$ cat config.mk
export PLATFORM = sky130hd
export DESIGN_NAME = gpio_modem_mux
export DESIGN_NICKNAME = d
export VERILOG_FILES = /design/src/gpio_pkg.sv /design/src/pin_sync.sv /design/src/gpio_modem_mux.sv
export VERILOG_INCLUDE_DIRS = /design/src /design/src/src
export SDC_FILE = /design/constraint.sdc
export NUM_CORES = 1
export LEC_CHECK = 0
export BUFFER_PORTS_ARGS = -buffer_cell sky130_fd_sc_hd__buf_2
export CAP_MARGIN = 10
export CELL_PAD_IN_SITES_DETAIL_PLACEMENT = 0
export CELL_PAD_IN_SITES_GLOBAL_PLACEMENT = 2
export CORE_UTILIZATION = 35
export DETAILED_ROUTE_END_ITERATION = 7
export GPL_TIMING_DRIVEN = 0
export PLACE_DENSITY_LB_ADDON = 0.1
export SLEW_MARGIN = 0
export SYNTH_ARGS = -nofsm -noshare
export SYNTH_HDL_FRONTEND = slang
export SYNTH_SLANG_ARGS = --single-unit
export TNS_END_PERCENT = 100
$ cat constraint.sdc
create_clock -name pclk -period 2.3 [get_ports pclk]
set_clock_uncertainty 0.2 [all_clocks]
set_input_delay 0.23 -clock pclk [delete_from_list [all_inputs] [get_ports pclk]]
set_output_delay 0.23 -clock pclk [all_outputs]
set_load 0.02 [all_outputs]
$ cat src/gpio_defines.svh
// Register offsets, field positions, identification codes and reset values of the pin block.
`ifndef GPIO_DEFINES_SVH
`define GPIO_DEFINES_SVH

// ==========================================================================
// Register byte offsets
`define OFS_PIN_DIRECTION 12'h000
`define OFS_PIN_LEVEL 12'h004
`define OFS_PIN_CHANGE_IRQ_MASK 12'h008
`define OFS_PIN_CONTROL 12'h00C
`define OFS_MODEM_CONTROL 12'h010
`define OFS_MODEM_STATUS 12'h014
`define OFS_INTERRUPT_IDENT 12'h018
`define OFS_IRQ_STATUS 12'h01C
`define OFS_IRQ_MASK 12'h020

// ==========================================================================
// Pin control fields
`define CTL_LATCH_BIT 0
`define CTL_MODEM_A_BIT 1
`define CTL_MODEM_B_BIT 2
`define CTL_SOFT_RESET_BIT 3

// ==========================================================================
// Modem control fields
`define MCTL_TR_A_BIT 0
`define MCTL_MSI_A_BIT 1
`define MCTL_TR_B_BIT 2
`define MCTL_MSI_B_BIT 3

// ==========================================================================
// Modem line position inside a nibble
`define LINE_SET_READY 0
`define LINE_TERM_READY 1
`define LINE_CARRIER 2
`define LINE_RING 3

// ==========================================================================
// Interrupt status fields
`define IST_PIN_BIT 0
`define IST_MODEM_A_BIT 1
`define IST_MODEM_B_BIT 2

// ==========================================================================
// Identification codes and reset values
`define IDENT_PIN_CHANGE 8'h30
`define IDENT_MODEM 8'h00
`define IDENT_NONE 8'h01
`define RST_BYTE 8'h00
`define RST_CTL 3'h0
`define RST_MCTL 4'h0
`define RST_IRQ 3'h0
`define DTR_MASK 8'h22

`endif

$ cat src/gpio_pkg.sv
// Types shared by the pin block.
package gpio_pkg;

	typedef logic [7:0] pin_vec_t;

	typedef enum {
		SRC_NONE,
		SRC_MODEM,
		SRC_PIN
	} irq_src_e;

endpackage

$ cat src/pin_sync.sv
// Multi-stage synchroniser for a vector of pins.
`timescale 1ns/10ps
module pin_sync
#(
	parameter int WIDTH = 8,
	parameter int STAGES = 2
)
(
	// Clock and reset
	input wire logic pclk,
	input wire logic presetn,
	// Data
	input wire logic [WIDTH-1:0] async_in,
	output logic [WIDTH-1:0] sync_out
);

	// ======================================================================
	// Checks
	if (STAGES < 2)
	begin : g_bad_stages
		$error("pin_sync needs at least two stages");
	end

	logic [WIDTH-1:0] stage_reg [STAGES];
	logic [WIDTH-1:0] stage_next [STAGES];

	// ======================================================================
	// Chain
	always_comb
	begin
		stage_next[0] = async_in;
		for (int i = 1; i < STAGES; i++)
		begin
			stage_next[i] = stage_reg[i-1];
		end
	end

	always_ff @(posedge pclk or negedge presetn)
	begin
		if (!presetn)
		begin
			for (int i = 0; i < STAGES; i++)
			begin
				stage_reg[i] <= '0;
			end
		end
		else
		begin
			stage_reg <= stage_next;
		end
	end

	assign sync_out = stage_reg[STAGES-1];

endmodule // pin_sync

$ cat src/gpio_modem_mux.sv
// Eight-pin general-purpose port with modem-line nibbles, on an APB slave.
//
// Contract
// - Direction bit n makes pin n an output when 1, input when 0.
// - Written level bits drive every pin configured as an output.
// - Reading the level register returns the real state of all pins except latched pending ones.
// - Mask bit enables change interrupts for its input pin.
// - Modem nibbles ignore the mask; the channel's status enable governs them.
// - Control bit 3 resets the whole block; it reads back as one only in a read whose setup directly follows the write.
// - Control bit 2 turns pins 3 to 0 into channel B modem lines.
// - Control bit 1 turns pins 7 to 4 into channel A modem lines.
// - Unlatched: change interrupts; level read or return to start clears it.
// - Latched: change interrupts and captures the pin value in level.
// - Latched: a level read or leaving latched mode clears; captured value stays meanwhile.
// - Control bits 7 to 4 are reserved and do nothing.
// - Pending pin change shows as priority 5 code in the ident register.
// - In pin mode modem control and status ignore the nibble.
// - In modem mode direction, level and mask ignore the modem lines.
`timescale 1ns/10ps
`include "gpio_defines.svh"
module gpio_modem_mux
	import gpio_pkg::*;
#(
	parameter int NUM_PINS = 8,
	parameter int ADDR_WIDTH = 12
)
(
	// Clock and reset
	input wire logic pclk,
	input wire logic presetn,
	// APB slave
	input wire logic psel,
	input wire logic penable,
	input wire logic pwrite,
	input wire logic [ADDR_WIDTH-1:0] paddr,
	input wire logic [31:0] pwdata,
	output logic [31:0] prdata,
	output logic pready,
	output logic pslverr,
	// Pins
	input wire logic [7:0] pin_in,
	output logic [7:0] pin_out,
	output logic [7:0] pin_oe,
	// Interrupt
	output logic irq
);

	// ======================================================================
	// Checks
	if (NUM_PINS != 8)
	begin : g_bad_pins
		$error("gpio_modem_mux serves exactly eight pins");
	end
	if (ADDR_WIDTH < 6)
	begin : g_bad_addr
		$error("gpio_modem_mux needs at least six address bits");
	end

	// ======================================================================
	// State
	pin_vec_t dir_reg, dir_next;
	pin_vec_t level_out_reg, level_out_next;
	pin_vec_t mask_reg, mask_next;
	logic [2:0] ctl_reg, ctl_next;
	logic srst_reg, srst_next;
	logic [3:0] mctl_reg, mctl_next;
	pin_vec_t base_reg, base_next;
	pin_vec_t prev_reg, prev_next;
	pin_vec_t lpend_reg, lpend_next;
	pin_vec_t lval_reg, lval_next;
	logic [5:0] ms_prev_reg, ms_prev_next;
	logic [2:1] ist_reg, ist_next;
	logic [2:0] imask_reg, imask_next;
	logic [31:0] prdata_reg, prdata_next;
	logic pready_reg, pready_next;
	logic pslverr_reg, pslverr_next;
	pin_vec_t out_reg, out_next;
	pin_vec_t oe_reg, oe_next;
	logic irq_reg, irq_next;

	pin_vec_t pin_s;
	pin_vec_t gp_mask;
	pin_vec_t enabled;
	pin_vec_t pin_pend;
	pin_vec_t level_rd;
	logic [5:0] ms_now;
	logic [2:0] ist_view;
	logic setup, access, wr, rd;
	logic [ADDR_WIDTH-1:0] adr;
	logic mapped;
	logic [7:0] rd_byte;
	irq_src_e src;

	// ======================================================================
	// Input synchroniser
	pin_sync #(
		.WIDTH(8),
		.STAGES(2)
	) u_sync (
		.pclk(pclk),
		.presetn(presetn),
		.async_in(pin_in),
		.sync_out(pin_s)
	);

	// ======================================================================
	// Next-state logic
	always_comb
	begin
		setup = psel & ~penable;
		access = psel & penable & pready_reg;
		wr = access & pwrite;
		rd = access & ~pwrite;
		adr = paddr;

		// Nibble roles: pins 7..4 follow channel A, pins 3..0 channel B.
		gp_mask = {{4{~ctl_reg[`CTL_MODEM_A_BIT]}},
			{4{~ctl_reg[`CTL_MODEM_B_BIT]}}};
		enabled = mask_reg & ~dir_reg & gp_mask;

		// Active-high modem status: {set_ready, carrier, ring} per channel.
		ms_now[2:0] = {~pin_s[4+`LINE_SET_READY], ~pin_s[4+`LINE_CARRIER],
			~pin_s[4+`LINE_RING]} & {3{ctl_reg[`CTL_MODEM_A_BIT]}};
		ms_now[5:3] = {~pin_s[`LINE_SET_READY], ~pin_s[`LINE_CARRIER],
			~pin_s[`LINE_RING]} & {3{ctl_reg[`CTL_MODEM_B_BIT]}};

		// A latched bit shows the value caught at the change until read.
		level_rd = (lpend_reg & lval_reg) | (~lpend_reg & pin_s);
		if (ctl_reg[`CTL_LATCH_BIT])
		begin
			pin_pend = lpend_reg;
		end
		else
		begin
			pin_pend = enabled & (pin_s ^ base_reg);
		end
		ist_view = {ist_reg, |pin_pend};

		if (|ist_reg)
		begin
			src = SRC_MODEM;
		end
		else if (|pin_pend)
		begin
			src = SRC_PIN;
		end
		else
		begin
			src = SRC_NONE;
		end

		// Address decode.
		mapped = 1'b1;
		rd_byte = 8'h00;
		if (adr == `OFS_PIN_DIRECTION)
		begin
			rd_byte = dir_reg;
		end
		else if (adr == `OFS_PIN_LEVEL)
		begin
			rd_byte = level_rd;
		end
		else if (adr == `OFS_PIN_CHANGE_IRQ_MASK)
		begin
			rd_byte = mask_reg;
		end
		else if (adr == `OFS_PIN_CONTROL)
		begin
			// Soft reset is self-clearing and upper bits stay zero.
			rd_byte = {4'h0, srst_reg, ctl_reg};
		end
		else if (adr == `OFS_MODEM_CONTROL)
		begin
			rd_byte = {4'h0, mctl_reg};
		end
		else if (adr == `OFS_MODEM_STATUS)
		begin
			rd_byte = {1'b0, ms_now[5:3], 1'b0, ms_now[2:0]};
		end
		else if (adr == `OFS_INTERRUPT_IDENT)
		begin
			case (src)
				SRC_MODEM: rd_byte = `IDENT_MODEM;
				SRC_PIN: rd_byte = `IDENT_PIN_CHANGE;
				default: rd_byte = `IDENT_NONE;
			endcase
		end
		else if (adr == `OFS_IRQ_STATUS)
		begin
			rd_byte = {5'h00, ist_view};
		end
		else if (adr == `OFS_IRQ_MASK)
		begin
			rd_byte = {5'h00, imask_reg};
		end
		else
		begin
			mapped = 1'b0;
		end

		// Zero-wait slave: data is prepared in setup, shown in access.
		pready_next = setup;
		pslverr_next = setup & ~mapped;
		prdata_next = (setup & ~pwrite) ? {24'h000000, rd_byte} : 32'h00000000;

		dir_next = dir_reg;
		level_out_next = level_out_reg;
		mask_next = mask_reg;
		ctl_next = ctl_reg;
		mctl_next = mctl_reg;
		imask_next = imask_reg;
		srst_next = 1'b0;
		if (wr & mapped)
		begin
			if (adr == `OFS_PIN_DIRECTION)
			begin
				dir_next = pwdata[7:0];
			end
			else if (adr == `OFS_PIN_LEVEL)
			begin
				level_out_next = pwdata[7:0];
			end
			else if (adr == `OFS_PIN_CHANGE_IRQ_MASK)
			begin
				mask_next = pwdata[7:0];
			end
			else if (adr == `OFS_PIN_CONTROL)
			begin
				ctl_next = pwdata[2:0];
				srst_next = pwdata[`CTL_SOFT_RESET_BIT];
			end
			else if (adr == `OFS_MODEM_CONTROL)
			begin
				mctl_next = pwdata[3:0];
			end
			else if (adr == `OFS_IRQ_MASK)
			begin
				imask_next = pwdata[2:0];
			end
		end

		// Unlatched reference: reset to the value just read, else held; disabled pins track.
		if (rd && adr == `OFS_PIN_LEVEL)
		begin
			base_next = (prdata_reg[7:0] & enabled) | (pin_s & ~enabled);
		end
		else
		begin
			base_next = (base_reg & enabled) | (pin_s & ~enabled);
		end

		// Latched capture; a change in the read cycle survives the clear.
		prev_next = pin_s;
		lval_next = lval_reg;
		lpend_next = lpend_reg;
		if (ctl_reg[`CTL_LATCH_BIT])
		begin
			if (rd && adr == `OFS_PIN_LEVEL)
			begin
				lpend_next = 8'h00;
			end
			for (int i = 0; i < 8; i++)
			begin
				if (enabled[i] && (pin_s[i] != prev_reg[i])
					&& !lpend_next[i])
				begin
					lpend_next[i] = 1'b1;
					lval_next[i] = pin_s[i];
				end
			end
		end
		else
		begin
			lpend_next = 8'h00;
		end

		// Modem change events, gated by each channel's enable.
		ms_prev_next = ms_now;
		ist_next = ist_reg;
		if (wr && adr == `OFS_IRQ_STATUS)
		begin
			ist_next = ist_reg & ~pwdata[2:1];
		end
		if ((|(ms_now[2:0] ^ ms_prev_reg[2:0])) && mctl_reg[`MCTL_MSI_A_BIT])
		begin
			ist_next[`IST_MODEM_A_BIT] = 1'b1;
		end
		if ((|(ms_now[5:3] ^ ms_prev_reg[5:3])) && mctl_reg[`MCTL_MSI_B_BIT])
		begin
			ist_next[`IST_MODEM_B_BIT] = 1'b1;
		end

		// Pin drive: modem nibbles drive terminal-ready only.
		for (int i = 0; i < 8; i++)
		begin
			if (gp_mask[i])
			begin
				oe_next[i] = dir_reg[i];
				out_next[i] = level_out_reg[i] & dir_reg[i];
			end
			else
			begin
				oe_next[i] = 1'(`DTR_MASK >> i);
				out_next[i] = 1'b1;
			end
		end
		// Terminal-ready is active low: a set control bit pulls the pin low.
		if (!gp_mask[4+`LINE_TERM_READY])
		begin
			out_next[4+`LINE_TERM_READY] = ~mctl_reg[`MCTL_TR_A_BIT];
		end
		if (!gp_mask[`LINE_TERM_READY])
		begin
			out_next[`LINE_TERM_READY] = ~mctl_reg[`MCTL_TR_B_BIT];
		end

		irq_next = |(ist_view & imask_reg);

		// Soft reset clears every control and event register at once.
		if (srst_reg)
		begin
			dir_next = `RST_BYTE;
			level_out_next = `RST_BYTE;
			mask_next = `RST_BYTE;
			ctl_next = `RST_CTL;
			mctl_next = `RST_MCTL;
			imask_next = `RST_IRQ;
			ist_next = 2'b00;
			lpend_next = `RST_BYTE;
			lval_next = `RST_BYTE;
			base_next = pin_s;
		end
	end

	// ======================================================================
	// Registers
	always_ff @(posedge pclk or negedge presetn)
	begin
		if (!presetn)
		begin
			dir_reg <= `RST_BYTE;
			level_out_reg <= `RST_BYTE;
			mask_reg <= `RST_BYTE;
			ctl_reg <= `RST_CTL;
			srst_reg <= 1'b0;
			mctl_reg <= `RST_MCTL;
			base_reg <= `RST_BYTE;
			prev_reg <= `RST_BYTE;
			lpend_reg <= `RST_BYTE;
			lval_reg <= `RST_BYTE;
			ms_prev_reg <= 6'h00;
			ist_reg <= 2'b00;
			imask_reg <= `RST_IRQ;
			prdata_reg <= 32'h00000000;
			pready_reg <= 1'b0;
			pslverr_reg <= 1'b0;
			out_reg <= `RST_BYTE;
			oe_reg <= `RST_BYTE;
			irq_reg <= 1'b0;
		end
		else
		begin
			dir_reg <= dir_next;
			level_out_reg <= level_out_next;
			mask_reg <= mask_next;
			ctl_reg <= ctl_next;
			srst_reg <= srst_next;
			mctl_reg <= mctl_next;
			base_reg <= base_next;
			prev_reg <= prev_next;
			lpend_reg <= lpend_next;
			lval_reg <= lval_next;
			ms_prev_reg <= ms_prev_next;
			ist_reg <= ist_next;
			imask_reg <= imask_next;
			prdata_reg <= prdata_next;
			pready_reg <= pready_next;
			pslverr_reg <= pslverr_next;
			out_reg <= out_next;
			oe_reg <= oe_next;
			irq_reg <= irq_next;
		end
	end

	// ======================================================================
	// Outputs
	assign prdata = prdata_reg;
	assign pready = pready_reg;
	assign pslverr = pslverr_reg;
	assign pin_out = out_reg;
	assign pin_oe = oe_reg;
	assign irq = irq_reg;

endmodule // gpio_modem_mux

==> flow_summary.ini, run 1 <==
[outcome]
outcome = complete, no violations

[yosys]
ys_ff_latch = 118
synth_warnings = 0
synth_edf_count = 0
synth_top_area_share_pct = 52.8
ys_seq_area_share_pct = 52.8
async_flop_share_pct = 100
synth_top_area_cell = dfrtp_1
syn_area_mm2 = 0.00559
synth.distinct_cells = 57
yosysMostFrequentCell = dfrtp_1
ys_top_cells_by_area = dfrtp_1, mux2i_1, nor2_1
syn_inst = 539
synth_ff_type = dfrtp_1
yosys-top-cells-count = dfrtp_1, nor2_1, mux2i_1
syn_avg_cell_area_um2 = 10.4

[drt]
totalWireLength_um = 16300
drtPass1Iterations = 4
ant_nets = 0
vias = 4425
wl_per_cell_um = 18.4
drtIter0Drc = 230
drc = 0
viasPerCell = 4.99

[cts]
path_clk_slew_ps = 50
cts_max_path_buffers = 2
tritoncts = built
cts_sinks = 118
cts_max_level = 4
clockRootBuffer = clkbuf_16
numCtsBuffers = 17
insertion_delay_ps = 410

[floorplanning]
num_rows = 45
core_region_area_mm2 = 0.0154
die_w_um = 128
die_area_mm2 = 0.0165
start_util_pct = 36.4
ioPinCount = 108
die_y_um = 128

[sta]
setup_tns_ps = 0
tightest_slew_ps = 725
rsz0062_at_grt = true
final.min_clock_period_ps = 2180
fmaxAchievable_mhz = 458
slew-limit-headroom_pct = 51.3
finalMaxSlewViolations = 0
fin_ws_ps = 118
fin_crit_sh_pct = 94.9
hold_viol_final = 0
setup_viol_count_final = 0

[layout]
final_nets = 720
final_core_util_pct = 46.6
diodes = 0
drive_gt1_share_pct = 22.7
final_cell_area_mm2 = 0.00717
syn2layout_area_growth_pct = 28.3

[setup_path]
regToRegStartpoint = dir_reg[1]
reg2reg_depth = 6
endpoint = dir_reg[7]
rr_endpoint = prdata[0]
path_class = in2reg
cp_max_fo = 10
cp-end-kind = register
crit_required_ps = 2430
rrSetupSlack_ps = 120
cp.arrival_ps = 2310
startpoint = psel
cp-start-kind = primary input

[power_and_ir_drop]
p_per_area_mw_per_mm2 = 722
total_power_mw = 5.18
vdd_drop_max_mv = 0.539
leakage_nw = 3.42

[grt]
grt_usage_pct = 21.3
grt_pass1_wl_um = 25500
grt_max_degree = 90
grt-ovfl-total = 0
antenna_found_initial = 1
grt_pass1_vias = 4519

[hold_path]
hp-class = in2async

[place]
dp_slack_ps = -355
dp_hpwl_um = 12000
dpl_cell_area_mm2 = 0.00627
io_buffers = 59
place_congestion = 0.829

[job]
cap_violations = 0
## layout make-up
cell class,count,area (µm²)
timing repair buffer,82,554
clock buffer,23,498
sequential,118,2960
buffer,43,263
clock inverter,8,120
fill,1481,8200
inverter,5,18.8
tap,211,264
multi-input combinational,396,2490
## placed cells by master, fill, tap and decap left out, drive strengths merged, types with 4 or more instances in the layout
cell / instances
and3: 4
o21ai: 19
a22oi: 7
nor3: 11
a21o: 7
nor3b: 6
nand2b: 7
a21oi: 44
conb: 24
xnor2: 9
nor4: 7
buf: 91
nor2: 63
nand3: 20
nand2: 41
xor2: 13
clkbuf: 38
inv: 5
nand4: 12
nor2b: 20
dlygate4sd3: 19
mux2i: 46
dfrtp: 118
## worst min-delay path by stage
stage,from,cells past startpoint,slack [ps],to
2_1_floorplan,presetn,0,-270,asynchronous set/reset pin
3_3_place_gp,u_sync.stage_next[7],0,130,u_sync.sync_out[7]
3_5_place_dp,presetn,1,-70,u_sync.stage_next[1]
4_1_cts,pwrite,3,40,prdata[5]
5_1_grt,pwrite,3,60,prdata[5]
6_report,presetn,2,60,u_sync.stage_next[1]
## critical path: stages
cell           delay (ps)
dlygate4sd3_1         520
buf_2                 130
and4_1                200
and3_1                170
buf_4                 160
nand2_1               120
buf_2                 240
nor2_2                290
nand2_1               110
a21oi_1               140
## metrics by stage
step / cells / hold slack [ps]
3_5_place_dp: 833 / -72.2
3_3_place_gp: 832 / 134
4_1_cts: 883 / 44.7
5_1_grt: 886 / 63.9
6_report: 886 / 63.2
2_1_floorplan: 562 / -266
## routing by layer
metal	routed length, µm	track usage [%]	vias to the layer above	share of wire [%]
li1	-	-	2100	-
met1	7410	27.4	2182	46
met2	7670	34.1	108	47
met3	696	5.03	35	4.3
met4	488	9.83	0	3.0
met5	0	0	-	0
## cell families after synthesis
group / Yosys count / share of synthesized area, %
buffers and inverters: 48 / 4.97
XOR/XNOR: 22 / 3.45
AND/OR/NAND/NOR: 202 / 19.2
other: 1 / 0.0671
flip-flops: 118 / 52.8
AO/OA/AOI/OAI: 101 / 11.1
multiplexers: 47 / 8.44
## where the power goes
| part | internal [mW] | leakage (nW) | switching, mW |
|---|---|---|---|
| Sequential | 2.11 | 1.57 | 0.0287 |
| Clock | 1.83 | 0.301 | 0.902 |
| Combinational | 0.117 | 1.55 | 0.184 |
| Total | 4.06 | 3.42 | 1.12 |
## what timing repair did
item / CTS / global route
hold endpoints to repair: 155 / 0
resized for setup: 11 / 8
setup endpoints to repair: 13 / 29
buffers inserted: 0 / 3
hold buffers: 19 / 0
gates cloned: 0 / 0
pin swaps: 1 / 2
(Power assumes the default switching activity.)
==> run 2, diff against run 1 <==
--- a/config.mk
+++ b/config.mk
@@ -13,7 +13,7 @@
 export CORE_UTILIZATION = 35
 export DETAILED_ROUTE_END_ITERATION = 7
 export GPL_TIMING_DRIVEN = 0
-export PLACE_DENSITY_LB_ADDON = 0.1
+export PLACE_DENSITY = 0.85
 export SLEW_MARGIN = 0
 export SYNTH_ARGS = -nofsm -noshare
 export SYNTH_HDL_FRONTEND = slang
==> flow_summary.ini, run 2 (synthesis results as in run 1) <==
[layout]
drive_gt1_share_pct = 23.0
final_nets = 723
regArea_mm2 = 0.00296
syn2layout_area_growth_pct = 27.1
multi_input_area_mm2 = 0.00249
fillCellCount = 1502
final_common_cell = dfrtp_1
final_core_util_pct = 46.2
final_cell_mix = dfrtp_1, buf_2, nor2_1
diodes = 0

[setup_path]
slowest_delay_ps = 530
path_class = reg2reg
reg2reg_depth = 6
crit_required_ps = 2440
rrSetupSlack_ps = 50
crit_chain = or3b_2, o22a_1, o21ai_2, o2111ai_1, a21oi_1, o221a_1
path_delay_family = compound AO/OA/AOI/OAI gates
path_buf_inv = 0
cp-start-kind = register
cp_max_fo = 5
rr_endpoint = prdata[4]
cp.arrival_ps = 2390
cp-end-kind = register
slowest_stage = or3b_2
regToRegStartpoint = ctl_reg[2]

[sta]
hold_viol_final = 0
fin_ws_ps = 49.7
finalMaxSlewViolations = 0
rsz0062_at_grt = true
hold_ws_ps = 23.8
fin_crit_sh_pct = 97.8
setup_viol_count_final = 0
tightest_slew_ps = 803
final.min_clock_period_ps = 2250
slew-limit-headroom_pct = 45.9
fmaxAchievable_mhz = 444
setup_tns_ps = 0

[floorplanning]
start_util_pct = 36.4
num_rows = 45
die_w_um = 128
die_area_mm2 = 0.0165
core_region_area_mm2 = 0.0154
die_y_um = 128
ioPinCount = 108

[cts]
cts_sinks = 118
path_clk_slew_ps = 60
cts_max_level = 4
cts_max_path_buffers = 2
numCtsBuffers = 17
tritoncts = built
insertion_delay_ps = 420
clockRootBuffer = clkbuf_16

[power_and_ir_drop]
total_power_mw = 4.85
leakage_nw = 3.39
vdd_drop_max_mv = 0.518
p_per_area_mw_per_mm2 = 683

[place]
dp_hpwl_um = 11700
io_buffers = 59
place_congestion = 0.899
dp_slack_ps = -329

[grt]
grt_pass1_vias = 4523
grt_usage_pct = 21.1
grt_max_degree = 63
antenna_found_initial = 0
grt_pass1_wl_um = 25800
grt-ovfl-total = 0

[outcome]
outcome = complete, no violations

[hold_path]
hold_end = pslverr
min_from = paddr[0]
hp-class = in2reg
whs_path_depth = 3

[drt]
drtPass1Iterations = 5
drc = 0
vias = 4443
totalWireLength_um = 16100
viasPerCell = 4.99
wl_per_cell_um = 18.1
ant_nets = 0
drtIter0Drc = 268

[job]
cap_violations = 0
[run 2: cell types whose count changed in the layout (fill, tap and decap cells not counted), sizes merged]
cell and delta:
buf +4, clkinvlp +3, bufinv -2, clkinv +4, clkbuf -5
[run 2: area by class of cell]
cell class                      instances  share of cell area, %
Sequential cell                       118                   41.6
Multi-Input combinational cell        396                   35.1
Timing Repair Buffer                   86                   8.05
Clock buffer                           19                   6.09
Tap cell                              211                   3.72
Buffer                                 42                   3.65
Clock inverter                         13                   1.55
Inverter                                5                  0.264
[run 2: repair_timing]
| action | 4_1_cts | 5_1_grt |
|---|---|---|
| gates resized for setup | 6 | 12 |
| hold buffers | 19 | 0 |
| hold endpoints to repair | 94 | 0 |
| pin swaps | 1 | 2 |
| buffers inserted | 0 | 7 |
| endpoints found under the setup margin | 4 | 34 |
[run 2: worst max path at each step]
| stage | start | depth (start not counted) | endpoint | slack, ps |
|---|---|---|---|---|
| after detailed placement | paddr[7] | 7 | register | -330 |
| after CTS | ctl_reg[1] | 6 | prdata[4] | 5 |
| after floorplan | ctl_reg[2] | 6 | prdata[0] | 300 |
| after global routing | ctl_reg[2] | 6 | prdata[4] | -5 |
| final | ctl_reg[2] | 6 | prdata[4] | 50 |
| after global placement | presetn | 1 | pin_oe[4] | -650 |
[run 2: tightest hold or removal path: cells and delay by family]
kind | cells | cell delay (ps)
compound gates | 1 | 130
buf+inv | 1 | 140
simple gates | 1 | 100
[run 2: stage by stage]
stage,area [µm²],cells
floorplan,5670,562
global placement,6230,832
detailed placement,6270,833
CTS,7010,884
global route,7100,890
finish,7100,890
[run 2: layer usage]
metal  share of wire, %  up-vias  global-route usage [%]  wire length (µm)
met1                 45     2213                    27.9              7240
met3                4.2       23                    4.32               673
li1                   -     2103                       -                 -
met5                  0        -                       0                 0
met2                 49      104                    34.5              7890
met4                1.6        0                    7.34               264
[run 2: report_power, final]
group	internal (mW)	total [mW]	leakage [nW]	switching [mW]
Clock	1.47	2.41	0.255	0.943
Combinational	0.117	0.300	1.56	0.183
Sequential	2.11	2.14	1.57	0.0283
Total	3.70	4.85	3.39	1.15
